File: src/hdl/lft_pkg.sv
package lft_pkg;
    // Special function register addresses.
    localparam logic [7:0] ADDR_SLOW_DATA_HIGH = 8'hAB;
    localparam logic [7:0] ADDR_SLOW_DATA_LOW = 8'hAC;
    localparam logic [7:0] ADDR_SLOW_CONTROL = 8'hAD;
    localparam logic [7:0] ADDR_TICK_DIVIDER = 8'hB5;
    localparam logic [7:0] ADDR_CLOCK_POWER_CONTROL = 8'hB6;
    localparam logic [7:0] ADDR_LF_CLOCK_CONFIG = 8'hBF;
    localparam logic [7:0] ADDR_EXT_INT_CONTROL = 8'hD8;
    localparam logic [7:0] ADDR_EXT_INT_ENABLE = 8'hE8;
    // Reset values.
    localparam logic [7:0] TICK_DIVIDER_RESET = 8'h03;
    localparam logic [5:0] LF_CLOCK_CONFIG_RESET = 6'h27;
    // Slow domain control fields.
    localparam int CTRL_BUSY_BIT = 4;
    localparam int CTRL_WRITE_BIT = 3;
    localparam int CTRL_ADDR_MSB = 2;
    // Indirect addresses.
    localparam logic [2:0] IADDR_WATCHDOG = 3'h0;
    localparam logic [2:0] IADDR_TIMER_HIGH = 3'h1;
    localparam logic [2:0] IADDR_LATCH_LOW = 3'h2;
    localparam logic [2:0] IADDR_COUNTER = 3'h3;
    // Interrupt register bits.
    localparam int WAKEUP_FLAG_BIT = 3;
    localparam int WAKEUP_ENABLE_BIT = 4;
    localparam logic [7:0] EXT_INT_CONTROL_FIXED = 8'h40;
    localparam logic [7:0] EXT_INT_ENABLE_FIXED = 8'hE0;
    // Clock rates.
    localparam int SYS_CLOCK_HZ = 50000000;
    localparam int LF_CLOCK_HZ = 4000;
    localparam int LF_HALF_CYCLES = SYS_CLOCK_HZ / LF_CLOCK_HZ / 2;
    // Slow-domain transfer time, in low-frequency periods.
    localparam int TRANSFER_LF_PERIODS = 2;

    typedef enum logic [1:0] {
        LFT_IDLE = 2'b00,
        LFT_WAIT = 2'b01,
        LFT_DONE = 2'b10
    } lft_xfer_type;
endpackage : lft_pkg

File: src/hdl/lft_rtc_wakeup.sv
`timescale 1ns/1ps
// How it works
// - Crystal present: low clock is divided 4kHz.
// - No crystal: low clock follows RC oscillator.
// - Clock/power register read shows low clock phase.
// - Tick every one plus divider periods.
// - Wakeup counter decrements once per tick.
// - Capture input gets half RC frequency.
// - 24-bit down counter reloads at zero.
// - Disabled at reset; low latch write enables.
// - Low latch write reloads the counter.
// - Disable code written stops the counter.
// - Read codes return latch or counter.
// - First wakeup N+1 to N+2 ticks.
// - Expiry sets the shared wakeup flag.
// - Expiry in power down forces exit.
// - Expiry pulses port0 pin0 for 1-16 ticks.
// - Nonzero clock/power write enters power down.
// - Control: busy bit4, write bit3, address.
// - Address 3: read counter, write disables.
// - Flag sticky; software set raises interrupt.
module lft_rtc_wakeup
    import lft_pkg::*;
#(
    parameter int COUNT_WIDTH = 24,
    parameter int PULSE_WIDTH = 4
) (
    // Clock and reset.
    input wire logic clock,
    input wire logic rst_b,
    // Special function register port.
    input wire logic sfr_wr,
    input wire logic sfr_rd,
    input wire logic [7:0] sfr_addr,
    input wire logic [7:0] sfr_wdata,
    output logic [7:0] sfr_rdata,
    // Clock sources.
    input wire logic crystal_present,
    input wire logic low_power_rc_osc,
    // Wakeup and power.
    input wire logic pin_wakeup,
    output logic wakeup_irq,
    output logic power_down,
    output logic power_down_exit,
    // Pins and capture.
    input wire logic pulse_out_enable,
    output logic port0_pin0,
    output logic timer2_capture_input,
    output logic lf_clock
);
    logic rc_sync;
    logic rc_q;
    logic xtal_sync;
    logic [15:0] lf_div_q;
    logic xtal_lf_q;
    logic lf_q;
    logic lf_edge;
    logic half_rc_q;
    logic tick;
    logic [7:0] tick_divider_q;
    logic [5:0] lf_clock_config_q;
    logic [7:0] clock_power_control_q;
    logic [7:0] data_high_q;
    logic [7:0] data_low_q;
    logic [3:0] ctrl_q;
    lft_xfer_type xfer_q;
    logic [1:0] xfer_cnt_q;
    logic [COUNT_WIDTH-1:0] latch_q;
    logic [COUNT_WIDTH-1:0] count_q;
    logic [PULSE_WIDTH-1:0] pulse_len_q;
    logic [PULSE_WIDTH-1:0] pulse_cnt_q;
    logic pulse_q;
    logic enabled_q;
    logic reload_q;
    logic flag_q;
    logic int_enable_q;
    logic expire;
    logic busy;
    logic ctrl_wr;
    logic do_xfer;
    logic [2:0] iaddr;
    logic [15:0] wdata16;
    logic [7:0] int_control_read;
    logic [7:0] int_enable_read;

    if (COUNT_WIDTH != 24 || PULSE_WIDTH < 1) begin : g_chk
        $error("Counter must be 24 bits and pulse field nonempty.");
    end

    lft_sync u_rc_sync (
        .clock(clock),
        .rst_b(rst_b),
        .async_in(low_power_rc_osc),
        .sync_out(rc_sync)
    );

    lft_sync u_xtal_sync (
        .clock(clock),
        .rst_b(rst_b),
        .async_in(crystal_present),
        .sync_out(xtal_sync)
    );

    // Low clock: crystal divider when present, else the RC oscillator.
    always_ff @(posedge clock or negedge rst_b) begin
        if (!rst_b) begin
            lf_div_q <= '0;
            xtal_lf_q <= 1'b0;
        end else if (lf_div_q >= 16'(LF_HALF_CYCLES - 1)) begin
            lf_div_q <= '0;
            xtal_lf_q <= ~xtal_lf_q;
        end else begin
            lf_div_q <= lf_div_q + 16'h0001;
        end
    end

    always_ff @(posedge clock or negedge rst_b) begin
        if (!rst_b) begin
            rc_q <= 1'b0;
            lf_q <= 1'b0;
            half_rc_q <= 1'b0;
        end else begin
            rc_q <= rc_sync;
            lf_q <= xtal_sync ? xtal_lf_q : rc_sync;
            if (rc_sync && !rc_q) begin
                half_rc_q <= ~half_rc_q;
            end
        end
    end

    // A rising edge of the selected low clock, one system clock wide.
    assign lf_edge = (xtal_sync ? xtal_lf_q : rc_sync) && !lf_q;
    assign lf_clock = lf_q;
    assign timer2_capture_input = half_rc_q;

    lft_tick_gen #(
        .WIDTH(8)
    ) u_tick (
        .clock(clock),
        .rst_b(rst_b),
        .lf_edge(lf_edge),
        .divider(tick_divider_q),
        .tick(tick)
    );

    // Plain register writes.
    always_ff @(posedge clock or negedge rst_b) begin
        if (!rst_b) begin
            tick_divider_q <= TICK_DIVIDER_RESET;
            lf_clock_config_q <= LF_CLOCK_CONFIG_RESET;
            int_enable_q <= 1'b0;
        end else if (sfr_wr) begin
            unique case (sfr_addr)
                ADDR_TICK_DIVIDER: tick_divider_q <= sfr_wdata;
                ADDR_LF_CLOCK_CONFIG: lf_clock_config_q <= sfr_wdata[5:0];
                ADDR_EXT_INT_ENABLE: int_enable_q <= sfr_wdata[WAKEUP_ENABLE_BIT];
                default: ;
            endcase
        end
    end

    // A finished read refills the high byte even when another register is written.
    always_ff @(posedge clock or negedge rst_b) begin
        if (!rst_b) begin
            data_high_q <= 8'h00;
        end else if (sfr_wr && sfr_addr == ADDR_SLOW_DATA_HIGH) begin
            data_high_q <= sfr_wdata;
        end else if (xfer_q == LFT_DONE && !ctrl_q[CTRL_WRITE_BIT]) begin
            data_high_q <= wdata16[15:8];
        end
    end

    // Read results return through the data pair.
    always_comb begin
        wdata16 = 16'h0000;
        unique case (iaddr)
            IADDR_TIMER_HIGH: wdata16 = {count_q[23:16], latch_q[23:16]};
            IADDR_LATCH_LOW: wdata16 = latch_q[15:0];
            IADDR_COUNTER: wdata16 = count_q[15:0];
            default: wdata16 = 16'h0000;
        endcase
    end

    always_ff @(posedge clock or negedge rst_b) begin
        if (!rst_b) begin
            data_low_q <= 8'h00;
        end else if (sfr_wr && sfr_addr == ADDR_SLOW_DATA_LOW) begin
            data_low_q <= sfr_wdata;
        end else if (xfer_q == LFT_DONE && !ctrl_q[CTRL_WRITE_BIT]) begin
            data_low_q <= wdata16[7:0];
        end
    end

    // Slow-domain transfer sequencer.
    assign busy = (xfer_q != LFT_IDLE);
    assign ctrl_wr = sfr_wr && sfr_addr == ADDR_SLOW_CONTROL;
    assign iaddr = ctrl_q[CTRL_ADDR_MSB:0];
    assign do_xfer = (xfer_q == LFT_DONE);

    always_ff @(posedge clock or negedge rst_b) begin
        if (!rst_b) begin
            ctrl_q <= 4'h0;
            xfer_q <= LFT_IDLE;
            xfer_cnt_q <= 2'h0;
        end else begin
            unique case (xfer_q)
                LFT_IDLE: begin
                    if (ctrl_wr) begin
                        ctrl_q <= sfr_wdata[3:0];
                        xfer_cnt_q <= 2'h0;
                        xfer_q <= LFT_WAIT;
                    end
                end
                LFT_WAIT: begin
                    // New requests are dropped while busy.
                    if (lf_edge) begin
                        if (xfer_cnt_q == 2'(TRANSFER_LF_PERIODS - 1)) begin
                            xfer_q <= LFT_DONE;
                        end else begin
                            xfer_cnt_q <= xfer_cnt_q + 2'h1;
                        end
                    end
                end
                LFT_DONE: xfer_q <= LFT_IDLE;
                default: xfer_q <= LFT_IDLE;
            endcase
        end
    end

    // Wakeup counter, latch and pulse length.
    // Latch writes and the disable code arrive only through a finished transfer.
    assign expire = enabled_q && tick && !reload_q && count_q == '0;

    always_ff @(posedge clock or negedge rst_b) begin
        if (!rst_b) begin
            latch_q <= '0;
            pulse_len_q <= '0;
            enabled_q <= 1'b0;
            reload_q <= 1'b0;
        end else if (do_xfer && ctrl_q[CTRL_WRITE_BIT]) begin
            unique case (iaddr)
                IADDR_TIMER_HIGH: begin
                    latch_q[23:16] <= data_low_q;
                    pulse_len_q <= data_high_q[PULSE_WIDTH-1:0];
                end
                IADDR_LATCH_LOW: begin
                    latch_q[15:0] <= {data_high_q, data_low_q};
                    enabled_q <= 1'b1;
                    reload_q <= 1'b1;
                end
                IADDR_COUNTER: enabled_q <= 1'b0;
                default: ;
            endcase
        end else if (tick) begin
            reload_q <= 1'b0;
        end
    end

    // Decrement once per tick; a pending reload waits for the next tick.
    always_ff @(posedge clock or negedge rst_b) begin
        if (!rst_b) begin
            count_q <= '0;
        end else if (enabled_q && tick) begin
            if (reload_q || count_q == '0) begin
                count_q <= latch_q;
            end else begin
                count_q <= count_q - 1'b1;
            end
        end
    end

    // Pin pulse lasting pulse length plus one ticks.
    always_ff @(posedge clock or negedge rst_b) begin
        if (!rst_b) begin
            pulse_q <= 1'b0;
            pulse_cnt_q <= '0;
        end else if (expire && pulse_out_enable) begin
            pulse_q <= 1'b1;
            pulse_cnt_q <= pulse_len_q;
        end else if (pulse_q && tick) begin
            if (pulse_cnt_q == '0) begin
                pulse_q <= 1'b0;
            end else begin
                pulse_cnt_q <= pulse_cnt_q - 1'b1;
            end
        end
    end

    assign port0_pin0 = pulse_q;

    // Wakeup flag: hardware set wins over software clear.
    always_ff @(posedge clock or negedge rst_b) begin
        if (!rst_b) begin
            flag_q <= 1'b0;
        end else if (expire || pin_wakeup) begin
            flag_q <= 1'b1;
        end else if (sfr_wr && sfr_addr == ADDR_EXT_INT_CONTROL) begin
            flag_q <= sfr_wdata[WAKEUP_FLAG_BIT];
        end
    end

    assign wakeup_irq = flag_q && int_enable_q;

    // Power down entry and forced exit.
    always_ff @(posedge clock or negedge rst_b) begin
        if (!rst_b) begin
            clock_power_control_q <= 8'h00;
        end else if (power_down && (expire || pin_wakeup)) begin
            clock_power_control_q <= 8'h00;
        end else if (sfr_wr && sfr_addr == ADDR_CLOCK_POWER_CONTROL) begin
            clock_power_control_q <= sfr_wdata;
        end
    end

    assign power_down = (clock_power_control_q != 8'h00);
    assign power_down_exit = power_down && (expire || pin_wakeup);

    // Reserved bits of the interrupt registers read back as the fixed patterns 8'h40 and 8'hE0.
    assign int_control_read = EXT_INT_CONTROL_FIXED | {4'h0, flag_q, 3'h0};
    assign int_enable_read = EXT_INT_ENABLE_FIXED | {3'h0, int_enable_q, 4'h0};

    // Register read mux.
    always_ff @(posedge clock or negedge rst_b) begin
        if (!rst_b) begin
            sfr_rdata <= 8'h00;
        end else if (sfr_rd) begin
            unique case (sfr_addr)
                ADDR_SLOW_DATA_HIGH: sfr_rdata <= data_high_q;
                ADDR_SLOW_DATA_LOW: sfr_rdata <= data_low_q;
                ADDR_SLOW_CONTROL: sfr_rdata <= {3'h0, busy, ctrl_q};
                ADDR_TICK_DIVIDER: sfr_rdata <= tick_divider_q;
                ADDR_LF_CLOCK_CONFIG: sfr_rdata <= {2'h0, lf_clock_config_q};
                ADDR_CLOCK_POWER_CONTROL: sfr_rdata <= {lf_q, clock_power_control_q[6:0]};
                ADDR_EXT_INT_CONTROL: sfr_rdata <= int_control_read;
                ADDR_EXT_INT_ENABLE: sfr_rdata <= int_enable_read;
                default: sfr_rdata <= 8'h00;
            endcase
        end
    end
endmodule : lft_rtc_wakeup

File: src/hdl/lft_tick_gen.sv
`timescale 1ns/1ps
module lft_tick_gen
    import lft_pkg::*;
#(
    parameter int WIDTH = 8
) (
    // Clock and reset.
    input wire logic clock,
    input wire logic rst_b,
    // Control.
    input wire logic lf_edge,
    input wire logic [WIDTH-1:0] divider,
    // Result.
    output logic tick
);
    logic [WIDTH-1:0] count_q;

    if (WIDTH < 1) begin : g_chk
        $error("WIDTH must be positive.");
    end

    // The tick is one clock wide at the divider match.
    assign tick = lf_edge && (count_q >= divider);

    always_ff @(posedge clock or negedge rst_b) begin
        if (!rst_b) begin
            count_q <= '0;
        end else if (lf_edge) begin
            if (count_q >= divider) begin
                count_q <= '0;
            end else begin
                count_q <= count_q + 1'b1;
            end
        end
    end
endmodule : lft_tick_gen

File: src/hdl/lft_sync.sv
`timescale 1ns/1ps
module lft_sync (
    // Clock and reset.
    input wire logic clock,
    input wire logic rst_b,
    // Data.
    input wire logic async_in,
    output logic sync_out
);
    logic meta_q;

    always_ff @(posedge clock or negedge rst_b) begin
        if (!rst_b) begin
            meta_q <= 1'b0;
            sync_out <= 1'b0;
        end else begin
            meta_q <= async_in;
            sync_out <= meta_q;
        end
    end
endmodule : lft_sync

File: config.mk
export PLATFORM = sky130hd
export DESIGN_NAME = lft_rtc_wakeup
export DESIGN_NICKNAME = d
export VERILOG_FILES = /design/src/hdl/lft_pkg.sv /design/src/hdl/lft_rtc_wakeup.sv /design/src/hdl/lft_tick_gen.sv /design/src/hdl/lft_sync.sv
export SDC_FILE = /design/constraint.sdc
export NUM_CORES = 1
export LEC_CHECK = 0
export BUFFER_PORTS_ARGS = -buffer_cell sky130_fd_sc_hd__buf_2
export CAP_MARGIN = 5
export CORE_MARGIN = 4
export CORE_UTILIZATION = 45
export CTS_CLUSTER_DIAMETER = 200
export CTS_CLUSTER_SIZE = 12
export DETAILED_ROUTE_END_ITERATION = 8
export PLACE_DENSITY_LB_ADDON = 0.05
export SYNTH_ARGS = -nofsm -noshare
export SYNTH_HDL_FRONTEND = slang
export SYNTH_SLANG_ARGS = --single-unit
File: constraint.sdc
create_clock -name clock -period 3.94 [get_ports clock]
set_clock_uncertainty 0.15 [all_clocks]
set_input_delay 0.788 -clock clock [delete_from_list [all_inputs] [get_ports clock]]
set_output_delay 0.788 -clock clock [all_outputs]
set_load 0.02 [all_outputs]
==> results of run 1 <==
==> metal layers <==
metal	vias to the layer above	share of wire (%)	global-route usage [%]
li1	2850	-	-
met1	3012	47	30.5
met2	146	47	33.8
met3	26	4.6	4.76
met4	0	1.7	6.75
met5	-	0	0
==> layout make-up <==
| cell class | count | area share [%] |
|---|---|---|
| multi-input combinational | 554 | 43.3 |
| sequential | 147 | 42.3 |
| clock buffer | 23 | 5.60 |
| timing repair buffer | 52 | 3.49 |
| tap | 220 | 3.16 |
| inverter | 27 | 1.16 |
| clock inverter | 9 | 0.934 |
==> through the flow <==
| step | instances | util (%) | cell area [um^2] |
|---|---|---|---|
| floorplan | 768 | - | 7720 |
| global placement | 1000 | 48.7 | 8130 |
| detailed placement | 1000 | 48.7 | 8130 |
| CTS | 1032 | 52.1 | 8700 |
| global route | 1032 | 52.1 | 8710 |
| finish | 1032 | 52.1 | 8710 |
==> flip-flops by register name, summed over array words and instances, names as in the netlist, 6 cells and up <==
name,flops
data_high_q,8
clock_power_control_q,8
count_q,24
sfr_rdata,8
data_low_q,8
lf_clock_config_q,6
lf_div_q,16
latch_q,24
tick_divider_q,8
u_tick.count_q,8
==> timing repair <==
item	4_1_cts	5_1_grt
hold endpoints to repair	0	0
setup buffers	0	0
endpoints found under the setup margin	0	1
gates resized for setup	0	1
hold buffers	0	0
==> cell usage after synthesis, drive strengths merged (6+ instances only) <==
library cell  number  area, um^2
dfrtp            141        3530
nor2              74         294
nand2             62         235
mux2              58         664
a21oi             54         270
o21ai             53         265
inv               27         101
a22o              23         201
clkbuf            22        82.6
nand3             21         105
a22oi             20         150
buf               18        95.1
nor3              17         101
ha                16         200
and3              14        87.6
mux2i             11         110
nor4              11        98.8
o22ai              8        50.1
xnor2              8        70.1
xor2               8        70.1
dfstp              6         158
nand2b             6        37.5
nor2b              6        37.5
nor4b              6        58.8
or2                6        37.5
==> cells in the final DEF, fill, tap and decap left out, types with 9 or more instances in the layout <==
cell type,Yosys,routed
a21oi_1,54,54
a22o_1,23,23
a22oi_1,20,20
and3_1,14,14
buf_2,13,36
buf_4,1,15
clkbuf_16,0,17
dfrtp_1,141,141
ha_1,16,16
inv_1,27,27
mux2_2,55,55
mux2i_1,11,11
nand2_1,61,61
nand3_1,21,21
nor2_1,73,73
nor3_1,15,15
nor4_1,9,9
o21ai_0,51,51
==> critical path: cells and delay by family, from the launching register on <==
kind,cells,cell delay (ns)
compound gates,3,1.19
simple gates,2,0.25
fa+ha+maj,1,0.26
flops,1,0.45
buf+inv,2,0.28
==> final timing paths <==
path / start / endpoint
max reg2reg: u_tick.count_q[0] / count_q[19]
max in group asynchronous: rst_b / tick_divider_q[0]
min reg2reg: u_xtal_sync.meta_q / u_xtal_sync.sync_out
min: u_xtal_sync.meta_q / u_xtal_sync.sync_out
max: u_tick.count_q[0] / power_down_exit
min in group asynchronous: rst_b / latch_q[18]
==> power breakdown <==
part | switching (W) | total (W) | internal, W
logic | 0.000249 | 0.000454 | 0.000205
clock network | 0.000609 | 0.00154 | 0.000932
registers | 0.000227 | 0.00190 | 0.00167
total | 0.00108 | 0.00389 | 0.00281
==> logic make-up (layout without fill, tap and decap cells) <==
| kind of cell | Yosys count | after routing | synth area share, % |
|---|---|---|---|
| AOI/OAI and AO/OA | 196 | 196 | 16.7 |
| buffers and inverters | 67 | 111 | 3.62 |
| muxes | 69 | 69 | 10.0 |
| adders and majority gates | 16 | 16 | 2.59 |
| xor gates and xnor gates | 16 | 16 | 1.82 |
| and+or+nand+nor | 254 | 254 | 17.4 |
| DFF | 147 | 147 | 47.8 |
| other | 1 | 3 | 0.0486 |
==> metrics.cfg, run 1 <==
[run_status]
status=finished clean

[power_and_ir_drop]
power_leakage_nw=3.96
fin_total_pwr_w=0.00389
powerDensity_nw_per_um2=447
irDropWorstVdd_uv=400

[grt]
grt_pass1_wl_um=33300
gr-total-overflow=0
grt_pass1_vias=6057
antenna_found_initial=0
grt_max_degree=88
grt_util_all_layers_pct=21.7

[setup_path]
endpoint_kind=output pin
critPathRequiredTime_ns=3.00
worst_ep_arrival_time_ns=2.86
rr_worst_depth=9
cp_max_fo=10
crit_type=reg -> out
cp_slowest_cell=dfrtp_1
cp-start-kind=register
worstPathCellList=inv_1, ha_1, nand2b_1, a2111oi_2, o221a_2, nor4_4, o21a_1, buf_2
ff2ff_setup_slack_ns=1.03
slowest_delay_ns=0.45

[timing]
fin_crit_sh_pct=96.4
period_needed_ns=3.80
setup_viol=0
maxSlewViolCount=0
slew-limit-headroom_pct=27.9
rsz0062_at_grt=no
setup_ws_ns=0.142
fin_tns_setup_ns=0
hold_viol=0
hold_ws_ns=0.200
worst_slew_pin_slew_ns=1.08
clock.fmax_ghz=0.263

[finish]
drive_gt1_share_pct=20.9
final_nets=839
area_growth_pct=12.8
multi_input_area_um2=3770
diodes=0
fill_cells=1529
seq_area_um2=3690

[die]
core-area_um2=16700
die_x_um=139
die_h_um=139
start_util_pct=46.2
rows=47
die_area_um2=19300
io-pin-count=38

[clocking]
clk_pin_slew_worst_paths_ns=0.06
cts_sinks=147
clk_latency_ns=0.42
clk_path_buf_depth=2
cts-htree-levels=4
cts_root_buffer=clkbuf_16
cts_tree=built
cts_buffers=17

[placement]
io_buffers=37
dp_hpwl_um=14700
post-place-ws_ns=0.531
routabilityCongestion=0.878

[drt]
post_drt_wl_per_cell_um=19.7
vias=6034
drt_iter0_drc=454
drc=0
wl_um=20300
routed_via_density=5.85
final_antenna_net_count=0
first_pass_iters=5

[worst_hold_path]
hold_depth=0
worstHoldPathType=reg -> reg

[flow_run]
cap_viol_max_count=0

[yosys]
async_reset_ff_share_pct=100
yosysWarnings=0
syn-cell-area_um2=7720
synth_cell_types=73
synth_edf_count=0
avgSynthCellArea_um2=10.1
netlist_instances=766
ys.flop_type=dfrtp_1
synth_seq_cells=147
synth_seq_area_share_pct=47.8

Note: power is estimated with default switching activity, not from simulation.
==> run 2: changes to the inputs <==
Settings changed: CORE_UTILIZATION 45 to 40, SETUP_SLACK_MARGIN set to 0.5.
==> run 2 against run 1 <==
Compared with the run above: global-route usage down 1.6 points; clock power is 18% higher; combinational power up 8.4%; flip-flop and latch count did not move; critical path type unchanged; largest cell class unchanged.
==> metrics.cfg, run 2 (synthesis gave the netlist of run 1 again) <==
[run_status]
status=finished clean

[clocking]
cts_root_buffer=clkbuf_16
cts_sinks=147
clk_latency_ns=0.42
clk_pin_slew_worst_paths_ns=0.06
ctsHoldBuffers=0
cts_tree=built
cts_buffers=17
clk_path_buf_depth=2
cts-htree-levels=4

[setup_path]
crit_buf_inv=1
worst_ep_arrival_time_ns=2.48
critPathRequiredTime_ns=3.00
cp-start-kind=register
cp_slowest_cell=dfrtp_1
worstPathCellList=ha_1, nand2_1, a211o_1, o221a_4, nor4_4, o21a_2, buf_4
endpoint_kind=output pin
crit_type=reg -> out
cp_max_fo=3
crit_family=compound AO/OA/AOI/OAI gates
slowest_delay_ns=0.40

[grt]
grt_util_all_layers_pct=20.2
grt_pass1_vias=6059
met2_usage_pct=32.6
gr-total-overflow=0
grt_use_met3_pct=3.42
grt_use_met1_pct=28.4
grt_pass1_wl_um=34300
grt_max_degree=86
antenna_found_initial=0
grt_busiest_layer=met2

[die]
start_util_pct=41.0
io-pin-count=38
die_x_um=147
die_h_um=147
die_area_um2=21600
core-area_um2=18800
rows=50

[timing]
fin_tns_setup_ns=0
setup_viol=0
fin_crit_sh_pct=86.8
maxSlewViolCount=0
setup_ws_ns=0.522
rsz0062_at_grt=yes
period_needed_ns=3.42
slew-limit-headroom_pct=29.1
hold_viol=0
worst_slew_pin_slew_ns=1.06
clock.fmax_ghz=0.293

[drt]
wl_um=21200
post_drt_wl_per_cell_um=19.7
drc=0
routed_via_density=5.60
vias=6036
final_antenna_net_count=0
drt_iter0_drc=500
first_pass_iters=5

[power_and_ir_drop]
powerDensity_nw_per_um2=470
irDropWorstVdd_uv=297
power_leakage_nw=4.03

[finish]
fill_cells=1800
diodes=0
top_regs=count_q (24), latch_q (24), lf_div_q (16)
area_growth_pct=15.6
seq_area_um2=3690
multi_input_area_um2=3790
final_cell_mix=dfrtp_1, nor2_1, nand2_1, mux2_2, a21oi_1
drive_gt1_share_pct=21.8
final_nets=845
layout_commonest_cell=dfrtp_1

[worst_hold_path]
worstHoldPathType=reg -> reg

[flow_run]
cap_viol_max_count=0

[placement]
post-place-ws_ns=0.525
io_buffers=37
routabilityCongestion=0.834
dp_hpwl_um=15400

## run 2: changes by cell type in the layout (fill, tap and decap cells not counted), sizes merged
cell / before / now
clkinvlp: 3 / 1
clkbuf: 23 / 20
bufinv: 1 / 5
inv: 27 / 30
clkinv: 5 / 3
buf: 52 / 58
## run 2: final timing paths
| kind | to | cells after the start | slack (ns) | start |
|---|---|---|---|---|
| worst min-delay path | u_xtal_sync.sync_out | 0 | 0.20 | u_xtal_sync.meta_q |
| worst min register to register | u_xtal_sync.sync_out | 0 | 0.20 | u_xtal_sync.meta_q |
| min in group asynchronous | count_q[0] | 1 | 0.27 | rst_b |
| worst max register to register | count_q[17] | 9 | 1.06 | tick_divider_q[1] |
| max in group asynchronous | lf_clock_config_q[1] | 2 | 2.53 | rst_b |
| worst max-delay path | power_down_exit | 7 | 0.52 | u_tick.count_q[7] |
## run 2: routing by layer
| layer | wire, um | up-vias |
|---|---|---|
| li1 | - | 2874 |
| met1 | 9950 | 3002 |
| met2 | 10100 | 145 |
| met3 | 884 | 15 |
| met4 | 240 | 0 |
| met5 | 0 | - |
## run 2: through the flow
stage / cells / area (um^2) / hold slack, ns / util [%] / total power, W
after global placement: 1041 / 8200 / 0.187 / 43.6 / 0.00236
after global routing: 1078 / 8920 / 0.228 / 47.4 / 0.00438
final: 1078 / 8920 / 0.198 / 47.4 / 0.00419
after detailed placement: 1041 / 8200 / 0.189 / 43.6 / 0.00238
after floorplan: 768 / 7720 / 0.181 / - / 0.00213
after CTS: 1078 / 8920 / 0.202 / 47.4 / 0.00422
## run 2: layout make-up
class / count / share of cell area (%)
repair buffers: 58 / 4.08
multi-input cells: 554 / 42.5
well taps: 260 / 3.65
flip-flops and latches: 147 / 41.3
clock buffers: 20 / 5.01
inverters: 27 / 1.14
clock inverters: 12 / 2.27
## run 2: where the power goes
group          internal (W)  total, W  leakage [nW]  switching (W)
Clock               0.00115   0.00181         0.315       0.000659
Combinational      0.000230  0.000492          1.81       0.000262
Sequential          0.00167   0.00189          1.90       0.000220
## run 2: worst reg2reg max path, stage by stage (launching register included)
cell and delay, ns:
dfstp_2 0.53, inv_1 0.06, ha_1 0.33, a2111oi_4 0.41
buf_4 0.18, o221ai_2 0.21, nand3_1 0.21, buf_4 0.22
nor2_1 0.11, a221o_1 0.36
## run 2: what timing repair did
action / in CTS / in global routing
gates resized for setup: 6 / 0
pin swaps: 5 / 0
setup endpoints to repair: 1 / 1
cloned: 0 / 0
setup buffers: 5 / 0
hold endpoints to repair: 0 / 0
